$ cat config.mk
export PLATFORM = sky130hd
export DESIGN_NAME = spar_uart
export DESIGN_NICKNAME = d
export VERILOG_FILES = /design/src/rtl/spar_pkg.sv /design/src/rtl/spar_uart.sv
export VERILOG_INCLUDE_DIRS = /design/src /design/src/rtl
export SDC_FILE = /design/constraint.sdc
export NUM_CORES = 1
export LEC_CHECK = 0
export BUFFER_PORTS_ARGS = -buffer_cell sky130_fd_sc_hd__buf_4
export CORE_MARGIN = 4
export CORE_UTILIZATION = 35
export CTS_CLUSTER_DIAMETER = 150
export DETAILED_ROUTE_END_ITERATION = 8
export GPL_TIMING_DRIVEN = 0
export PLACE_DENSITY_LB_ADDON = 0.3
export SYNTH_ARGS = -nofsm -noshare
export SYNTH_HDL_FRONTEND = slang
export SYNTH_SLANG_ARGS = --single-unit
$ cat constraint.sdc
create_clock -name sys_clk -period 2.8 [get_ports sys_clk]
set_clock_uncertainty 0.2 [all_clocks]
set_input_delay 0 -clock sys_clk [delete_from_list [all_inputs] [get_ports sys_clk]]
set_output_delay 0 -clock sys_clk [all_outputs]
set_load 0.01 [all_outputs]
$ cat src/rtl/spar_map.svh
// register offsets, field positions, reset values and timing counts
`ifndef SPAR_MAP_SVH
`define SPAR_MAP_SVH
`define SPAR_OFS_CTRL    8'h98
`define SPAR_OFS_BUF     8'h99
`define SPAR_OFS_ADDR    8'hA9
`define SPAR_OFS_MASK    8'hB9
`define SPAR_OFS_PWR     8'h87
`define SPAR_B_SM0FE     7
`define SPAR_B_SM1       6
`define SPAR_B_AME       5
`define SPAR_B_REN       4
`define SPAR_B_TB8       3
`define SPAR_B_RB8       2
`define SPAR_B_TI        1
`define SPAR_B_RI        0
`define SPAR_B_DBL       7
`define SPAR_B_FSEL      6
`define SPAR_RST_CTRL    8'h00
`define SPAR_RST_ADDR    8'h00
`define SPAR_RST_MASK    8'h00
`define SPAR_RST_PWR     8'h00
`define SPAR_DIV_SHIFT   4'hB
`define SPAR_DIV_FIXED   6'h03
`define SPAR_DIV_FIXED_DBL 6'h01
`define SPAR_OVS_LAST    4'hF
`define SPAR_OVS_MID     4'h7
`endif

$ cat src/rtl/spar_pkg.sv
// types shared by the serial port with address recognition
package spar_pkg;
  typedef enum logic [3:0] {
    SPAR_TX_IDLE = 4'b0001,
    SPAR_TX_RUN  = 4'b0010,
    SPAR_TX_SHFT = 4'b0100,
    SPAR_TX_XX   = 4'b1000
  } spar_tx_e;
  typedef enum logic [3:0] {
    SPAR_RX_IDLE  = 4'b0001,
    SPAR_RX_START = 4'b0010,
    SPAR_RX_DATA  = 4'b0100,
    SPAR_RX_SHFT  = 4'b1000
  } spar_rx_e;
  typedef struct packed {
    logic [7:0] addr;
    logic [7:0] wdata;
    logic       wr;
    logic       rd;
  } spar_bus_s;
  typedef struct packed {
    logic [7:0] ctrl;
    logic       fe;
    logic [7:0] pwr;
    logic [7:0] slave_addr;
    logic [7:0] smask;
    logic [7:0] rxbuf;
    logic [7:0] rdata;
    logic [1:0] rx_sync;
    logic       rx_prev;
    logic [3:0] div12;
    logic       pre_tick;
    logic [5:0] fdiv;
    spar_tx_e   tx_st;
    logic [3:0] tx_ovs;
    logic [3:0] tx_cnt;
    logic [9:0] tx_sh;
    logic       txd;
    logic       sclk;
    spar_rx_e   rx_st;
    logic [3:0] rx_ovs;
    logic [3:0] rx_cnt;
    logic [8:0] rx_sh;
  } spar_state_s;
endpackage

$ cat src/rtl/spar_uart.sv
// serial port with four modes, framing check and address recognition
`timescale 1ns/1ps
`include "spar_map.svh"
module spar_uart
  import spar_pkg::*;
(
  input  wire logic       sys_clk,      // system clock, 125 MHz
  input  wire logic       reset_n,      // async reset, active low
  input  wire logic       clk_en,       // freezes all state when low
  input  wire logic [7:0] reg_addr,     // register address
  input  wire logic [7:0] reg_wdata,    // write data
  input  wire logic       reg_wr,       // write strobe
  input  wire logic       reg_rd,       // read strobe
  output logic      [7:0] reg_rdata,    // read data, cycle after strobe
  input  wire logic       t1_overflow,  // timer 1 overflow pulse
  input  wire logic       rxd_in,       // serial_in_pin level
  output logic            rxd_out,      // serial_in_pin drive value
  output logic            rxd_oe,       // serial_in_pin drive enable
  output logic            txd_out       // serial_out_pin
);
  spar_state_s r, n;
  spar_bus_s   bus;
  logic [1:0] mode;
  logic       async_m, nine_m, ovs_tick, rxs, wr_buf, rd_hit;
  logic [7:0] given_cmp, bcast, rxbyte;
  logic       addr_ok, stop_ok, ninth, accept;

  assign bus = '{addr: reg_addr, wdata: reg_wdata, wr: reg_wr, rd: reg_rd};

  // mode decode; the mode bit is kept even while bit 7 shows the flag
  // mode encoding
  assign mode    = {r.ctrl[`SPAR_B_SM0FE], r.ctrl[`SPAR_B_SM1]};
  assign async_m = (mode != 2'b00);
  assign nine_m  = mode[1];
  assign rxs     = r.rx_sync[1];
  assign wr_buf  = bus.wr && (bus.addr == `SPAR_OFS_BUF);
  assign rd_hit  = bus.rd;

  // oversample tick: timer overflow or fixed divider, doubler halves it
  // baud source
  always_comb begin
    if (mode == 2'b10) begin
      // 16 ticks per bit: clock over 32 with doubler, over 64 without
      ovs_tick = r.pwr[`SPAR_B_DBL] ? (r.fdiv == `SPAR_DIV_FIXED_DBL)
                                    : (r.fdiv == `SPAR_DIV_FIXED);
    end else begin
      ovs_tick = t1_overflow && (r.pwr[`SPAR_B_DBL] || r.pre_tick);
    end
  end

  // address match on the received byte
  // masked given compare
  assign given_cmp = (rxbyte ^ r.slave_addr) & r.smask;
  assign bcast     = r.slave_addr | r.smask;
  // zero address and mask leave every bit don't care
  assign addr_ok   = (given_cmp == 8'h00) || (((rxbyte ^ 8'hFF) & bcast) == 8'h00);
  assign rxbyte    = r.rx_sh[7:0];
  assign ninth     = r.rx_sh[8];
  assign stop_ok   = rxs;

  // filter decision, taken mid stop bit
  always_comb begin
    accept = 1'b1;
    if (r.ctrl[`SPAR_B_AME]) begin
      if (nine_m) accept = ninth && addr_ok;
      else accept = stop_ok && addr_ok;
    end
  end

  // next-state logic for the whole block
  always_comb begin
    n = r;
    n.rx_sync = {r.rx_sync[0], rxd_in};
    n.rx_prev = rxs;
    // shift rate is clock over 12
    n.pre_tick = r.pre_tick;
    if (r.div12 == `SPAR_DIV_SHIFT) n.div12 = 4'h0;
    else n.div12 = r.div12 + 4'h1;
    if (t1_overflow) n.pre_tick = ~r.pre_tick;
    n.fdiv = r.fdiv + 6'h01;
    if (ovs_tick) n.fdiv = 6'h00;

    // register writes
    if (bus.wr) begin
      case (bus.addr)
        `SPAR_OFS_CTRL: begin
          if (r.pwr[`SPAR_B_FSEL]) begin
            n.fe = bus.wdata[`SPAR_B_SM0FE];
            n.ctrl[6:0] = bus.wdata[6:0];
          end else begin
            n.ctrl = bus.wdata;
          end
        end
        `SPAR_OFS_PWR:  n.pwr   = bus.wdata;
        `SPAR_OFS_ADDR: n.slave_addr = bus.wdata;
        `SPAR_OFS_MASK: n.smask = bus.wdata;
        default: ;
      endcase
    end

    // read data registered for the next cycle
    // reads of the buffer return the receive register
    n.rdata = 8'h00;
    if (rd_hit) begin
      case (bus.addr)
        `SPAR_OFS_CTRL: n.rdata = r.pwr[`SPAR_B_FSEL] ?
                                  {r.fe, r.ctrl[6:0]} : r.ctrl;
        `SPAR_OFS_BUF:  n.rdata = r.rxbuf;
        `SPAR_OFS_PWR:  n.rdata = r.pwr;
        `SPAR_OFS_ADDR: n.rdata = r.slave_addr;
        `SPAR_OFS_MASK: n.rdata = r.smask;
        default:        n.rdata = 8'h00;
      endcase
    end

    // transmitter
    case (r.tx_st)
      SPAR_TX_IDLE: begin
        n.txd  = 1'b1;
        n.sclk = 1'b1;
        if (wr_buf) begin
          n.tx_cnt = 4'h0;
          n.tx_ovs = 4'h0;
          if (async_m) begin
            n.tx_sh = nine_m ? {r.ctrl[`SPAR_B_TB8], bus.wdata, 1'b0}
                             : {1'b1, bus.wdata, 1'b0};
            n.tx_st = SPAR_TX_RUN;
          end else begin
            n.tx_sh = {2'b11, bus.wdata};
            n.tx_st = SPAR_TX_SHFT;
          end
        end
      end
      SPAR_TX_RUN: begin
        n.txd = r.tx_sh[0];
        if (ovs_tick) begin
          n.tx_ovs = r.tx_ovs + 4'h1;
          if (r.tx_ovs == `SPAR_OVS_LAST) begin
            n.tx_sh  = {1'b1, r.tx_sh[9:1]};
            n.tx_cnt = r.tx_cnt + 4'h1;
            // done at start of stop bit
            if (r.tx_cnt == (nine_m ? 4'h9 : 4'h8)) begin
              n.ctrl[`SPAR_B_TI] = 1'b1;
            end
            if (r.tx_cnt == (nine_m ? 4'hA : 4'h9)) n.tx_st = SPAR_TX_IDLE;
          end
        end
      end
      SPAR_TX_SHFT: begin
        // shift clock on the transmit pin, lsb first
        n.txd = r.tx_sh[0];
        if (r.div12 == `SPAR_DIV_SHIFT) begin
          // done at the end of the eighth bit time
          if (r.tx_cnt == 4'h8) begin
            n.ctrl[`SPAR_B_TI] = 1'b1;
            n.tx_st = SPAR_TX_IDLE;
          end else begin
            n.sclk = 1'b0;
          end
        end else if (r.div12 == 4'h5 && !r.sclk) begin
          // rise only after a low phase, so the first bit gets its clock
          n.sclk = 1'b1;
          n.tx_sh = {1'b1, r.tx_sh[9:1]};
          n.tx_cnt = r.tx_cnt + 4'h1;
        end
      end
      default: n.tx_st = SPAR_TX_IDLE;
    endcase

    // receiver
    case (r.rx_st)
      SPAR_RX_IDLE: begin
        n.rx_cnt = 4'h0;
        n.rx_ovs = 4'h0;
        if (r.ctrl[`SPAR_B_REN]) begin
          if (async_m && r.rx_prev && !rxs) n.rx_st = SPAR_RX_START;
          // shift mode start; filter bit not looked at
          if (!async_m && !r.ctrl[`SPAR_B_RI] && r.tx_st == SPAR_TX_IDLE)
            n.rx_st = SPAR_RX_SHFT;
        end
      end
      SPAR_RX_START: begin
        if (ovs_tick) begin
          n.rx_ovs = r.rx_ovs + 4'h1;
          // start must still be low at mid-bit
          if (r.rx_ovs == `SPAR_OVS_MID) begin
            n.rx_ovs = 4'h0;
            n.rx_st  = rxs ? SPAR_RX_IDLE : SPAR_RX_DATA;
          end
        end
      end
      SPAR_RX_DATA: begin
        if (ovs_tick) begin
          n.rx_ovs = r.rx_ovs + 4'h1;
          if (r.rx_ovs == `SPAR_OVS_LAST) begin
            n.rx_cnt = r.rx_cnt + 4'h1;
            // stop bit reached mid-bit
            if (r.rx_cnt == (nine_m ? 4'h9 : 4'h8)) begin
              n.rx_st = SPAR_RX_IDLE;
              if (!rxs) n.fe = 1'b1;
              if (accept) begin
                n.ctrl[`SPAR_B_RI] = 1'b1;
                n.rxbuf = rxbyte;
                // ninth bit, or stop bit in 8-bit mode with the filter off
                if (nine_m) n.ctrl[`SPAR_B_RB8] = ninth;
                else if (!r.ctrl[`SPAR_B_AME]) n.ctrl[`SPAR_B_RB8] = rxs;
              end
            end else if (nine_m || r.rx_cnt < 4'h8) begin
              n.rx_sh = nine_m ? {rxs, r.rx_sh[8:1]}
                               : {1'b0, rxs, r.rx_sh[7:1]};
            end
          end
        end
        if (!r.ctrl[`SPAR_B_REN]) n.rx_st = SPAR_RX_IDLE;
      end
      SPAR_RX_SHFT: begin
        n.sclk = (r.div12 >= 4'h6);
        if (r.div12 == 4'h5 && !r.sclk) begin
          n.rx_sh  = {1'b0, rxs, r.rx_sh[7:1]};
          n.rx_cnt = r.rx_cnt + 4'h1;
          if (r.rx_cnt == 4'h7) begin
            n.ctrl[`SPAR_B_RI] = 1'b1;
            n.rxbuf = {rxs, r.rx_sh[7:1]};
            n.rx_st = SPAR_RX_IDLE;
          end
        end
        if (!r.ctrl[`SPAR_B_REN]) n.rx_st = SPAR_RX_IDLE;
      end
      default: n.rx_st = SPAR_RX_IDLE;
    endcase
    if (r.rx_st == SPAR_RX_SHFT && n.rx_st == SPAR_RX_IDLE) n.sclk = 1'b1;
  end

  // single register stage for all state
  always_ff @(posedge sys_clk or negedge reset_n) begin
    if (!reset_n) begin
      r <= '{ctrl: `SPAR_RST_CTRL, fe: 1'b0, pwr: `SPAR_RST_PWR,
             slave_addr: `SPAR_RST_ADDR, smask: `SPAR_RST_MASK,
             rxbuf: 8'h00, rdata: 8'h00, rx_sync: 2'b11, rx_prev: 1'b1,
             div12: 4'h0, pre_tick: 1'b0, fdiv: 6'h00,
             tx_st: SPAR_TX_IDLE, tx_ovs: 4'h0, tx_cnt: 4'h0,
             tx_sh: 10'h3FF, txd: 1'b1, sclk: 1'b1,
             rx_st: SPAR_RX_IDLE, rx_ovs: 4'h0, rx_cnt: 4'h0,
             rx_sh: 9'h000};
    end else if (clk_en) begin
      r <= n;
    end
  end

  // outputs; in shift mode the transmit pin carries the clock
  assign reg_rdata = r.rdata;
  assign txd_out   = (r.tx_st == SPAR_TX_SHFT || r.rx_st == SPAR_RX_SHFT)
                     ? r.sclk : r.txd;
  assign rxd_out   = r.txd;
  assign rxd_oe    = (r.tx_st == SPAR_TX_SHFT);

  // framing flag never cleared by the receiver itself
  sticky_fe_a: assert property (@(posedge sys_clk) disable iff (!reset_n)
    (r.fe && clk_en && !(bus.wr && bus.addr == `SPAR_OFS_CTRL)) |=> r.fe)
    else $error("framing flag dropped without software");
  // transmit start after buffer write
  tx_start_a: assert property (@(posedge sys_clk) disable iff (!reset_n)
    (clk_en && wr_buf && r.tx_st == SPAR_TX_IDLE) |=> r.tx_st != SPAR_TX_IDLE)
    else $error("buffer write did not start transmit");
  // no reception start without enable
  rx_gate_a: assert property (@(posedge sys_clk) disable iff (!reset_n)
    (r.rx_st == SPAR_RX_IDLE && !r.ctrl[`SPAR_B_REN]) |=>
      r.rx_st == SPAR_RX_IDLE)
    else $error("reception started while disabled");
  // read data one cycle later
  rd_buf_a: assert property (@(posedge sys_clk) disable iff (!reset_n)
    (clk_en && bus.rd && bus.addr == `SPAR_OFS_BUF) |=>
      reg_rdata == $past(r.rxbuf))
    else $error("buffer read wrong");
  // address and mask reset
  addr_rst_a: assert property (@(posedge sys_clk)
    $rose(reset_n) |-> (r.slave_addr == 8'h00 && r.smask == 8'h00))
    else $error("address registers not cleared");
  // async idle line high
  tx_idle_a: assert property (@(posedge sys_clk) disable iff (!reset_n)
    (r.tx_st == SPAR_TX_IDLE && r.rx_st != SPAR_RX_SHFT) |-> txd_out)
    else $error("idle line not high");
  // false start abandoned
  false_st_a: assert property (@(posedge sys_clk) disable iff (!reset_n)
    (clk_en && r.rx_st == SPAR_RX_START && ovs_tick &&
     r.rx_ovs == `SPAR_OVS_MID && rxs) |=> r.rx_st == SPAR_RX_IDLE)
    else $error("false start accepted");
  // filtered frame leaves done flag alone
  filt_a: assert property (@(posedge sys_clk) disable iff (!reset_n)
    (clk_en && r.rx_st == SPAR_RX_DATA && n.rx_st == SPAR_RX_IDLE &&
     !accept && !r.ctrl[`SPAR_B_RI] && !bus.wr) |=> !r.ctrl[`SPAR_B_RI])
    else $error("filtered frame set done flag");
endmodule

==> run_results.csv <==
group,metric,value,unit
status,run_status,"finished, final reports clean",
layout,postLayoutCoreUtil,42.2,%
layout,antenna-diode-count,0,
logic_synthesis,synth_compound_gate_area_share,17.3,%
setup_path,cp_data_arrival_time,2.80,ns
logic_synthesis,mappedNetlistArea,5990,µm²
layout,drive_gt1_share,22.9,%
clock_network,cts_root_buffer,"sky130_fd_sc_hd__clkbuf_16",
die,start_util,36.0,%
routing,drt_first_pass_iters,5,
setup_path,crit_type,"flop to flop",
timing,worst_slew_pin_slew,1.10,ns
layout,mostFrequentLayoutCell,"sky130_fd_sc_hd__dfrtp_1",
routing,detail_route.vias_per_cell,5.67,
clock_network,htree_num_levels,3,
global_route,grt_usage,17.0,%
setup_path,cp_data_required_time,2.90,ns
logic_synthesis,synthesized_area_fraction_occupied_by_adder_cells,1.88,%
clock_network,clock_sinks,107,
die,die_width,139,µm
logic_synthesis,count_of_unique_library_cells_instantiated_by_yosys,67,
hold_path,timing.hold.worst.class,"primary input to flop",
logic_synthesis,simple_gate_portion_of_the_synthesized_area,18.5,%
timing,min_period_over_period,96.6,%
logic_synthesis,asyncSetResetFlopFracSynth,100,%
global_route,first_pass_grt_wire_length,26.7,mm
die,num_rows,47,
timing,hold_violations,0,
timing,final.min_clock_period,2.70,ns
layout,commonest_cells_after_routing_fill_and_taps_aside,"90 x sky130_fd_sc_hd__dfrtp_1, 68 x sky130_fd_sc_hd__nand2_1, 47 x sky130_fd_sc_hd__mux2_2, 45 x sky130_fd_sc_hd__nor2_1, 42 x sky130_fd_sc_hd__buf_4",
routing,drt_iter0_drc,416,
clock_network,tritoncts,"built",
timing,fmax,0.370,GHz
timing,rsz0062_at_grt,"false",
flow_run,timing.max_cap.violations,0,
power_and_ir_drop,power.leakage,3.05,nW
logic_synthesis,yosys-mux-area-fraction,10.9,%
timing,finalSetupTns,0,ns
place,hpwl,11.7,mm
logic_synthesis,number_of_synthesized_flops_with_an_enable_pin,0,
clock_network,largest_buffer_count_on_any_clock_path,2,
routing,wl_per_cell,18.4,µm
place,gp_congestion,0.934,
routing,routed-via-count,5062,
power_and_ir_drop,worst_ir_drop_vdd,0.272,mV
layout,area_delta_synth_final,17.3,%
routing,route.antenna.remaining_nets,0,
logic_synthesis,avg_inst_size_synth,9.83,µm²
setup_path,worstSetupEndpointType,"flop",
die,coreArea,16600,µm²
logic_synthesis,synth-warning-count,0,
timing,final-max-slew-violation-count,0,
logic_synthesis,main_combinational_cell_family_by_area_after_synthesis,"simple AND/OR/NAND/NOR gates",
timing,setup-violations-final,0,
place,io_buffers,32,
routing,finalWirelength,16.4,mm
setup_path,startpoint_type,"flop",
global_route,grt_residual_overflow,0,
clock_network,clk_transition_reported_paths,0.08,ns
die,io_pins,34,
global_route,number_of_antenna_violations_at_the_first_check_in_global_routing,0,
global_route,via_count_of_the_first_global_routing_pass,5068,
clock_network,numCtsBuffers,9,
global_route,grt_start_max_net_pins,108,
logic_synthesis,seq_area_frac_synth,45.1,%
routing,remaining_drcs,0,
layout,finish.net_count,700,
clock_network,clock_latency,0.36,ns
logic_synthesis,yosys.area_share.xor_xnor,2.19,%
power_and_ir_drop,p_per_area,542,nW/µm²
logic_synthesis,synth_cells,609,
logic_synthesis,ys_seq_elements,107,
die,die_area,19300,µm²
timing,worst_slew_margin_rel,26.3,%
logic_synthesis,syn_nets,641,
logic_synthesis,dominantRegCellSynth,"sky130_fd_sc_hd__dfrtp_1",
setup_path,critical_path_peak_fanout,7,
die,floorplan.die.height,139,µm
==> cells by family (layout without fill, tap and decap cells) <==
family                     after synthesis  in the layout
muxes                                   59             59
xor gates and xnor gates                15             15
DFF                                    107            107
and+or+nand+nor                        214            214
AOI/OAI and AO/OA                      152            152
buffers and inverters                   53            116
adders and majority gates                9              9
==> critical path: stages, from the launching register on <==
cell                       delay, ns
sky130_fd_sc_hd__dfrtp_1        0.53
sky130_fd_sc_hd__nor4b_2        0.33
sky130_fd_sc_hd__nand4_1        0.12
sky130_fd_sc_hd__buf_4          0.17
sky130_fd_sc_hd__buf_4          0.14
sky130_fd_sc_hd__a2111o_1       0.45
sky130_fd_sc_hd__or2_2          0.33
sky130_fd_sc_hd__o211ai_1       0.19
sky130_fd_sc_hd__o211a_1        0.18
==> state kept, by name (all words and copies together), names as in the netlist <==
signal and flops:
r 93, reg_rdata 8, mode 2, n 2, ninth 1, rxd_out 1
==> layer usage <==
layer | share of wire [%] | global-route usage (%) | up-vias | wire length, µm
met1 | 44 | 22.6 | 2520 | 7180
met4 | 2.4 | 5.82 | 0 | 390
met5 | 0 | 0 | - | 0
met2 | 48 | 27.3 | 171 | 7860
li1 | - | - | 2341 | -
met3 | 6.1 | 4.31 | 30 | 1000
==> power breakdown <==
part	total, mW	internal (mW)	switching (mW)	leakage, nW
registers	1.88	1.73	0.155	1.40
logic	0.711	0.292	0.419	1.53
clock network	1.21	0.626	0.587	0.127
==> synthesized netlist by cell type, types with 3 or more instances <==
library cell / count / area, µm²
sky130_fd_sc_hd__xor2_1: 12 / 105
sky130_fd_sc_hd__nand2b_1: 12 / 75.1
sky130_fd_sc_hd__or3_1: 5 / 31.3
sky130_fd_sc_hd__mux2_2: 47 / 529
sky130_fd_sc_hd__a22oi_1: 13 / 97.6
sky130_fd_sc_hd__nor2_1: 45 / 169
sky130_fd_sc_hd__a31oi_1: 3 / 18.8
sky130_fd_sc_hd__nand4bb_1: 3 / 33.8
sky130_fd_sc_hd__buf_2: 3 / 15.0
sky130_fd_sc_hd__o21ai_0: 37 / 185
sky130_fd_sc_hd__nand2_1: 69 / 259
sky130_fd_sc_hd__a21o_1: 10 / 75.1
sky130_fd_sc_hd__o211ai_1: 5 / 37.5
sky130_fd_sc_hd__o21a_1: 3 / 22.5
sky130_fd_sc_hd__o31ai_1: 4 / 30.0
sky130_fd_sc_hd__buf_4: 9 / 67.6
sky130_fd_sc_hd__dfrtp_1: 90 / 2250
sky130_fd_sc_hd__o22ai_1: 8 / 50.1
sky130_fd_sc_hd__a21oi_1: 26 / 130
sky130_fd_sc_hd__inv_1: 19 / 71.3
sky130_fd_sc_hd__o32a_1: 3 / 30.0
sky130_fd_sc_hd__xnor2_1: 3 / 26.3
sky130_fd_sc_hd__nor4_1: 5 / 31.3
sky130_fd_sc_hd__nand3b_1: 4 / 30.0
sky130_fd_sc_hd__mux2i_1: 11 / 110
sky130_fd_sc_hd__a211oi_1: 9 / 67.6
sky130_fd_sc_hd__nor2b_1: 7 / 43.8
sky130_fd_sc_hd__clkbuf_1: 20 / 75.1
sky130_fd_sc_hd__dfstp_2: 17 / 447
sky130_fd_sc_hd__nor3_1: 19 / 95.1
sky130_fd_sc_hd__nand3_1: 19 / 95.1
sky130_fd_sc_hd__o41ai_1: 4 / 35.0
sky130_fd_sc_hd__ha_1: 9 / 113
sky130_fd_sc_hd__a222oi_1: 8 / 80.1
sky130_fd_sc_hd__and2_1: 3 / 18.8
==> stage by stage <==
stage	hold slack [ns]	cell area, µm²	worst slack (ns)	power (mW)	std cells
after floorplan	-0.496	5990	0.366	2.32	609
after global routing	0.0523	7020	0.00792	4.01	892
final	0.0466	7020	0.0960	3.81	892
after detailed placement	0.0393	6500	-0.0642	2.57	861
after CTS	0.0304	6920	0.0253	3.81	887
after global placement	0.0382	6500	-0.0393	2.53	861
==> timing repair <==
| action | CTS | global route |
|---|---|---|
| setup buffers | 0 | 3 |
| pin swaps | 1 | 2 |
| hold buffers | 11 | 1 |
| endpoints found under the hold margin | 133 | 32 |
| endpoints found under the setup margin | 28 | 40 |
| gates resized for setup | 6 | 9 |
==> path summary, 6_finish.rpt <==
check,startpoint,end,slack (ns),cells past startpoint
worst max-delay path,mode[0],r[100],0.1,8
worst min-delay path,reg_addr[5],reg_rdata[6],0.05,5
worst max register to register,mode[0],r[100],0.1,8
worst min register to register,reg_rdata[4],reg_rdata[4],0.28,1
max in group asynchronous,reset_n,r[21],1.24,4
min in group asynchronous,reset_n,r[82],0.43,3
==> final cells by class <==
cell class              instances  area [µm²]
plain buffers                  34         184
inverters                      19        71.3
multi-input cells             449        3090
fillers                      1617        9620
clock inverters                 5        40.0
well taps                     220         275
flip-flops and latches        107        2700
clock buffers                  10         239
repair buffers                 48         427
No activity file was read; power rests on OpenSTA's default activity.
